### src/rtl/switch_status_defs.vh
`ifndef SWITCH_STATUS_DEFS_VH
`define SWITCH_STATUS_DEFS_VH

// Register offsets on the serial register port
`define ADDR_W                 6
`define OFS_ANALOG_UPPER       6'h07
`define OFS_MATRIX_LOW         6'h08
`define OFS_MATRIX_HIGH_COMMON 6'h09

// Register geometry
`define REG_W                  24
`define REG_RESET              24'h000000

// Analog threshold status upper fields
`define LVL_W                  2
`define LVL19_MSB              3
`define LVL19_LSB              2
`define LVL18_MSB              1
`define LVL18_LSB              0
`define LVL_BELOW_A            2'h0
`define LVL_A_TO_B             2'h1
`define LVL_B_TO_C             2'h2
`define LVL_AT_C               2'h3

// Matrix fields
`define COLS_PER_ROW           6
`define MAT_LOW_ROWS           4
`define MAT_HIGH_ROWS          2
`define MAT_HIGH_MSB           11
`define COMMON_MSB             23
`define COMMON_LSB             12
`define COMMON_INPUTS          12

// Converter value width
`define ADC_W                  10

`endif

### src/rtl/level_classifier.v
`include "switch_status_defs.vh"

module level_classifier #(
  parameter VAL_W = `ADC_W
) (
  input  wire [VAL_W-1:0]     value,
  input  wire [VAL_W-1:0]     thr_a,
  input  wire [VAL_W-1:0]     thr_b,
  input  wire [VAL_W-1:0]     thr_c,
  input  wire                 adc_mode,
  output reg  [`LVL_W-1:0]    level
);

  // Lower bounds inclusive, upper bounds exclusive
  always @*
  begin
    if (!adc_mode)
      level = `LVL_BELOW_A;
    else if (value >= thr_c)
      level = `LVL_AT_C;
    else if (value >= thr_b)
      level = `LVL_B_TO_C;
    else if (value >= thr_a)
      level = `LVL_A_TO_B;
    else
      level = `LVL_BELOW_A;
  end

endmodule // level_classifier

### src/rtl/switch_matrix_status_regs.v
// Operation
// Bits 3-2 of the analog upper status hold the input-nineteen level: 0 below A, 1 A..B, 2 B..C, 3 at or above C.
// Bits 1-0 hold the input-eighteen level with the same coding, lower bounds inclusive and upper exclusive.
// The low matrix status register sits at offset 8h, resets to zero and holds rows ten to thirteen.
// Each row there takes six bits for columns nine down to four, row thirteen at 23-18 and row ten at 5-0.
// A matrix bit is 1 when the row was above threshold while its column was grounded, else 0.
// The high matrix register at offset 9h resets to zero; bits 11-6 hold row fifteen and 5-0 row fourteen.
// Bits 23-12 of the high register give the common-threshold result of inputs eleven down to zero.
// All these fields are read-only; host writes never change them.
// A common-threshold bit is 1 when its input is at or above the common threshold, else 0.
// The level fields only carry meaning for inputs set to converter mode, and read 0 otherwise.
// All status is loaded together at the end of each pass so one read never mixes two passes.
`include "switch_status_defs.vh"

module switch_matrix_status_regs #(
  parameter VAL_W = `ADC_W
) (
  input  wire                      clk,
  input  wire                      rst_n,
  input  wire                      pass_done,
  input  wire                      adc_mode_eighteen,
  input  wire                      adc_mode_nineteen,
  input  wire [VAL_W-1:0]          adc_value_eighteen,
  input  wire [VAL_W-1:0]          adc_value_nineteen,
  input  wire [VAL_W-1:0]          thr_a,
  input  wire [VAL_W-1:0]          thr_b,
  input  wire [VAL_W-1:0]          thr_c,
  input  wire [23:0]               matrix_low_in,
  input  wire [11:0]               matrix_high_in,
  input  wire [`COMMON_INPUTS-1:0] common_cmp_in,
  input  wire                      reg_rd_en,
  input  wire                      reg_wr_en,
  input  wire [`ADDR_W-1:0]        reg_addr,
  input  wire [`REG_W-1:0]         reg_wr_data,
  output reg  [`REG_W-1:0]         reg_rd_data,
  output reg                       reg_rd_valid,
  output reg                       reg_addr_err
);

  // Address decode shared by read and write paths
  function is_mapped;
    input [`ADDR_W-1:0] a;
    begin
      is_mapped = (a == `OFS_ANALOG_UPPER) ||
                  (a == `OFS_MATRIX_LOW) ||
                  (a == `OFS_MATRIX_HIGH_COMMON);
    end
  endfunction

  wire [VAL_W-1:0]        adc_value [0:1];
  wire                    adc_mode  [0:1];
  wire [`LVL_W-1:0]       level     [0:1];

  assign adc_value[0] = adc_value_eighteen;
  assign adc_value[1] = adc_value_nineteen;
  assign adc_mode[0]  = adc_mode_eighteen;
  assign adc_mode[1]  = adc_mode_nineteen;

  // Level coding per converter input
  genvar gi;
  generate
    for (gi = 0; gi < 2; gi = gi + 1)
    begin : g_level
      // mode gated level
      level_classifier #(
        .VAL_W    (VAL_W)
      ) u_level (
        .value    (adc_value[gi]),
        .thr_a    (thr_a),
        .thr_b    (thr_b),
        .thr_c    (thr_c),
        .adc_mode (adc_mode[gi]),
        .level    (level[gi])
      );
    end
  endgenerate

  reg  [`LVL_W-1:0]          level_status_input_eighteen_r;
  reg  [`LVL_W-1:0]          level_status_input_nineteen_r;
  reg  [23:0]                matrix_low_r;
  reg  [11:0]                matrix_high_r;
  reg  [`COMMON_INPUTS-1:0]  common_cmp_r;

  // snapshot at pass end
  // Only the pass strobe loads status, so results of a half-done pass never show
  always @(posedge clk or negedge rst_n)
  begin
    if (!rst_n)
    begin
      level_status_input_eighteen_r <= `LVL_BELOW_A;
      level_status_input_nineteen_r <= `LVL_BELOW_A;
      matrix_low_r                  <= 24'h000000;
      matrix_high_r                 <= 12'h000;
      common_cmp_r                  <= 12'h000;
    end
    else if (pass_done)
    begin
      // input nineteen level
      level_status_input_nineteen_r <= level[1];
      // input eighteen level
      level_status_input_eighteen_r <= level[0];
      // grounded column result
      matrix_low_r                  <= matrix_low_in;
      matrix_high_r                 <= matrix_high_in;
      // common threshold result
      common_cmp_r                  <= common_cmp_in;
    end
  end

  // Register images
  reg  [`REG_W-1:0] analog_threshold_status_upper;
  reg  [`REG_W-1:0] matrix_row_status_low;
  reg  [`REG_W-1:0] matrix_row_status_high_and_common;

  always @*
  begin
    analog_threshold_status_upper = `REG_RESET;
    // bits 3-2
    analog_threshold_status_upper[`LVL19_MSB:`LVL19_LSB] = level_status_input_nineteen_r;
    // bits 1-0
    analog_threshold_status_upper[`LVL18_MSB:`LVL18_LSB] = level_status_input_eighteen_r;
    // row-major layout
    // Row thirteen lands at 23-18, column nine at the top of each row
    matrix_row_status_low = matrix_low_r;
    // rows fifteen and fourteen
    matrix_row_status_high_and_common = `REG_RESET;
    matrix_row_status_high_and_common[`MAT_HIGH_MSB:0] = matrix_high_r;
    // common bits 23-12
    matrix_row_status_high_and_common[`COMMON_MSB:`COMMON_LSB] = common_cmp_r;
  end

  // Read port; writes are decoded only to flag unmapped addresses
  reg  [`REG_W-1:0] rd_mux;

  always @*
  begin
    rd_mux = `REG_RESET;
    case (reg_addr)
      `OFS_ANALOG_UPPER:       rd_mux = analog_threshold_status_upper;
      `OFS_MATRIX_LOW:         rd_mux = matrix_row_status_low;
      `OFS_MATRIX_HIGH_COMMON: rd_mux = matrix_row_status_high_and_common;
      default:                 rd_mux = `REG_RESET;
    endcase
  end

  // writes never reach status
  // reg_wr_data is deliberately not stored anywhere
  always @(posedge clk or negedge rst_n)
  begin
    if (!rst_n)
    begin
      reg_rd_data  <= `REG_RESET;
      reg_rd_valid <= 1'b0;
      reg_addr_err <= 1'b0;
    end
    else
    begin
      reg_rd_valid <= reg_rd_en;
      reg_addr_err <= (reg_rd_en | reg_wr_en) & ~is_mapped(reg_addr);
      if (reg_rd_en)
        reg_rd_data <= rd_mux;
    end
  end

endmodule // switch_matrix_status_regs

### config.mk
export PLATFORM = sky130hd
export DESIGN_NAME = switch_matrix_status_regs
export DESIGN_NICKNAME = d
export VERILOG_FILES = /design/src/rtl/level_classifier.v /design/src/rtl/switch_matrix_status_regs.v
export VERILOG_INCLUDE_DIRS = /design/src /design/src/rtl
export SDC_FILE = /design/constraint.sdc
export NUM_CORES = 1
export LEC_CHECK = 0
export BUFFER_PORTS_ARGS = -buffer_cell sky130_fd_sc_hd__buf_2
export CAP_MARGIN = 20
export CORE_UTILIZATION = 51
export CTS_BUF_LIST = sky130_fd_sc_hd__clkbuf_16
export DETAILED_ROUTE_END_ITERATION = 16
export PLACE_DENSITY = 0.81
export SKIP_CTS_REPAIR_TIMING = 1
export SLEW_MARGIN = 10
export SYNTH_ARGS = -nofsm -noshare
export SYNTH_HDL_FRONTEND = slang
export SYNTH_SLANG_ARGS = --single-unit
export TNS_END_PERCENT = 5
### constraint.sdc
create_clock -name clk -period 1.25 [get_ports clk]
set_input_delay 0.25 -clock clk [delete_from_list [all_inputs] [get_ports clk]]
set_output_delay 0.25 -clock clk [all_outputs]
set_load 0.005 [all_outputs]
-- Yosys cells after proc, flatten, opt, wreduce, memory -nomap -nowiden
Index checks and enable logic that the tools add are counted.
- magnitude comparators: 6
- reductions and logical operators: 2
- bitwise operators: 3
- eq/ne operators: 3
- multiplexer cells: 9
- operators by type and width (kind ; count):
    24-bit one-hot mux with 3 select lines ; 1
    10-bit greater-or-equal comparator ; 6
    6-bit by 4-bit equality test with 1-bit output (second input constant) ; 2
    2-bit 2-to-1 mux ; 6
    6-bit by 3-bit equality test with 1-bit output (second input constant) ; 1
    1-bit logical OR ; 2
    1-bit 2-to-1 mux ; 2
    1-bit bitwise AND ; 1
    1-bit inverter ; 1
    1-bit bitwise OR ; 1
- output and inout port bits: 26
- word-level logic and storage cells: 31
- flip-flop bits (word level): 78
- input port bits: 135

-- Logic depth before layout (Yosys ltp)
- word-level depth: 5
- depth in mapped cells: 8

-- Hierarchy
A second synthesis with hierarchy kept.
- cells, all modules: 435
- area total of the unflattened synthesis: 4680.7 µm²
- by module, submodules not included (module ; cells each ; area each (µm²) ; instances ; seq. area each (µm²)):
    switch_matrix_status_regs ; 227 ; 3194.3 ; 1 ; 1951.9
    level_classifier ; 104 ; 743.2 ; 2 ; 0.0

-- Least setup slack after synthesis
Ideal clock, no wire load.
- path type: input to register
- from: in adc_value_eighteen[0]
- to: reg level_status_input_eighteen_r[1]
- data arrival time: 1757 ps
- path buffers: 0
- stages: 8
- setup slack: -639 ps
- path through: inv_1 -> ha_1 -> nand2b_1 -> a2111o_1 -> a311oi_1 -> nor4_1 -> o311ai_1 -> o21ai_1
- cells in the longest elaborated chain, start to end: 4
- elaborated cells on any way between the ends: 5
- classes of those cells: order compare: 2; mux: 3
- ends and longest elaborated chain (item ; RTL line ; source):
    start, declared ; switch_matrix_status_regs.v:23 ; input wire [VAL_W-1:0] adc_value_eighteen,
    10-bit greater-or-equal comparator ; level_classifier.v:21 ; else if (value >= thr_b)
    2-bit 2-to-1 mux ; level_classifier.v:21 ;
    2-bit 2-to-1 mux * ; level_classifier.v:19 ; else if (value >= thr_c)
    2-bit 2-to-1 mux * ; level_classifier.v:17 ; if (!adc_mode)
    end signal, assigned ; switch_matrix_status_regs.v:90 ; level_status_input_eighteen_r <= `LVL_BELOW_A;
    end signal, assigned ; switch_matrix_status_regs.v:101 ; level_status_input_eighteen_r <= level[0];
    end, declared ; switch_matrix_status_regs.v:78 ; reg [`LVL_W-1:0] level_status_input_eighteen_r;
Mark *: on every way between the ends. The rest lies on a longest branch, timed or not.
A chain may end at the register's enable or synchronous reset.

-- Final worst setup path
Same ends and word-level chain as after synthesis.

==> impl_metrics.toml <==
[power_and_ir_drop]
cellLeakagePower_nw = 3.17
p_comb_frac = 0.180
internal_power_mw = 5.56
seqPwrFrac = 0.389
switching_power_mw = 1.71
clock_power_share = 0.431
peakVddDrop_mv = 0.795
powerDensity_nw_per_um2 = 1170
swShare = 0.235

[worst_setup_path]
slowest_delay_ps = 400
crit_chain = "buf_2, inv_12, ha_4, nand2b_4, a2111o_1, a311oi_2, nor4_1, o311ai_1, o21ai_1"
end_kind = "flip-flop"
critPathSlowestCell = "a2111o_1"
crit_required_ps = 1450
path_max_fanout = 2
start_kind = "input pin"
crit_arrival_ps = 1890
setup.worst_path.class = "in2reg"

[sta]
min_period_ps = 1700
layout_setup_ws_ps = -449
setup_viol = 4
hold_slack_ps = 141
rsz0062_at_grt = "true"
tightest_slew_ps = 431
period_share = 1.36
finalSetupTns_ps = -1380
finClkSkew_ps = 3.83
slew_headroom = 0.710
slew_violations = 0
fmax_mhz = 589
hold_viol_final = 0

[die]
coreArea_sq_um = 8720
die_w_um = 97.0
dieArea_sq_um = 9400
initial_utilization = 0.527
ioPinCount = 161
die_h_um = 97.0
rows = 34

[grt]
grt_pass1_wl_mm = 19.2
grt_pass1_vias = 4067
grt_usage = 0.258
grt_max_degree = 51
antenna_found_initial = 2
grt-ovfl-total = 0

[layout]
syn_to_final_growth_pct = 34.6
final_util = 0.710
final_nets = 800
drive_above_1_share = 0.425

[logic_synthesis]
async_flop_share = 1.00
synth-edff-count = 0
yosysUniqueCellTypes = 28
yosysWarnings = 0
synth_seq_area_share = 0.424
synthFlopType = "dfrtp_1"
syn_nets = 630
ys_ff_latch = 78
netlist_area_sq_um = 4600
avgSynthCellArea_sq_um = 10.6
syn_inst = 435

[cts]
cts_root_buffer = "clkbuf_16"
clock_latency_ps = 330
clock_path_buffers = 2
path_clk_slew_ps = 60
clock-sinks = 78
ctsHtreeMaxLevel = 3
cts_tree = "yes"
cts_buffers = 9

[hold_path]
min_path_type = "in2reg"

[detailed_routing]
vias = 3869
viasPerCell = 5.37
wl_per_cell_um = 16.0
drt_iter0_drc = 99
first_pass_iters = 4
drc = 0
drt_wl_total_mm = 11.6
ant_nets = 0

[outcome]
violations = "setup timing"
status = "complete, but fails checks"

[placed_design]
numPortBuffers = 136
gp_congestion = 0.939
hpwl_mm = 8.88

[flow_run]
max_cap_violations = 0
## cell usage after synthesis (3+ instances only)
master | instances | share of area
dfrtp_1 | 78 | 0.42
ha_1 | 60 | 0.16
nand2_1 | 39 | 0.032
o21ai_1 | 3 | 0.0033
o21ai_0 | 10 | 0.011
a21oi_1 | 26 | 0.028
mux2_2 | 61 | 0.15
nand3_1 | 6 | 0.0065
mux2_1 | 7 | 0.017
clkbuf_1 | 8 | 0.0065
o22ai_1 | 20 | 0.027
nor4_1 | 3 | 0.0041
mux2i_1 | 6 | 0.013
inv_1 | 51 | 0.042
nor2_1 | 19 | 0.016
nand2b_1 | 8 | 0.011
a31oi_1 | 6 | 0.0082
buf_2 | 6 | 0.0065
## power groups by stage
stage	combinational [mW]	clock [mW]	sequential [mW]
6_report	1.31	3.13	2.82
5_1_grt	1.45	3.29	2.85
4_1_cts	1.30	3.18	2.82
3_5_place_dp	1.29	0	2.86
3_3_place_gp	1.22	0	2.85
2_1_floorplan	0.718	0	2.83
## cells by family after synthesis
group / count (synthesis) / synth area share
and+or+nand+nor: 79 / 0.0746
muxes: 74 / 0.180
AOI/OAI and AO/OA: 77 / 0.102
adders and majority gates: 60 / 0.163
buffers and inverters: 67 / 0.0563
DFF: 78 / 0.424
## layout by cell type, fill, tap and decap left out, types with 10 or more instances in the layout
cell type  Yosys  routed
buf_4          0      32
inv_1         51      49
ha_1          60      57
a21oi_1       26      26
o22ai_1       20      20
nand2_1       39      39
dfrtp_1       78      78
o21ai_0       10      10
buf_2          6     134
mux2_2        61      61
nor2_1        19      19
## metal layers
| metal | routed length [um] | up-vias | track usage |
|---|---|---|---|
| li1 | - | 1874 | - |
| met1 | 4750 | 1862 | 0.304 |
| met2 | 6100 | 113 | 0.463 |
| met3 | 496 | 20 | 0.0549 |
| met4 | 211 | 0 | 0.0873 |
| met5 | 0 | - | 0 |
## critical path: cells and delay by family
family	cells	cell delay [ps]
AOI/OAI and AO/OA	4	1010
adders and majority gates	1	200
buffers and inverters	2	200
and+or+nand+nor	2	230
## per-stage QoR
step / std cells / cell area, sq um / worst slack, ps / total power, mW
6_report: 720 / 6190 / -449 / 7.26
5_1_grt: 719 / 6190 / -489 / 7.59
4_1_cts: 717 / 6160 / -474 / 7.31
3_5_place_dp: 701 / 5800 / -801 / 4.15
3_3_place_gp: 701 / 5800 / -699 / 4.06
2_1_floorplan: 435 / 4680 / -433 / 3.55
## final timing paths
check	from	end	slack [ps]	cells after the start
max	adc_value_eighteen[0]	level_status_input_eighteen_r[1]$_DFFE_PN0P_	-450	9
min	matrix_high_in[11]	matrix_high_r[11]$_DFFE_PN0P_	140	2
max reg2reg	matrix_high_r[5]$_DFFE_PN0P_	reg_rd_data[5]$_DFFE_PN0P_	320	3
min reg2reg	common_cmp_r[0]$_DFFE_PN0P_	common_cmp_r[0]$_DFFE_PN0P_	480	1
max in group asynchronous	rst_n	common_cmp_r[1]$_DFFE_PN0P_	360	3
min in group asynchronous	rst_n	reg_rd_data[15]$_DFFE_PN0P_	400	2
## registers in the layout (all words and copies together) (netlist names)
| name | cells |
|---|---|
| common_cmp_r | 12 |
| level_status_input_eighteen_r | 2 |
| level_status_input_nineteen_r | 2 |
| matrix_high_r | 12 |
| matrix_low_r | 24 |
| reg_addr_err | 1 |
| reg_rd_data | 24 |
| reg_rd_valid | 1 |
## cell type report
class	count	area (sq um)
clock buffer	9	225
fill	611	2530
antenna	2	5.00
timing repair buffer	175	1070
clock inverter	7	138
tap	108	135
inverter	51	219
multi-input combinational	290	2450
sequential	78	1950
Power figures use the tool's default switching activity.
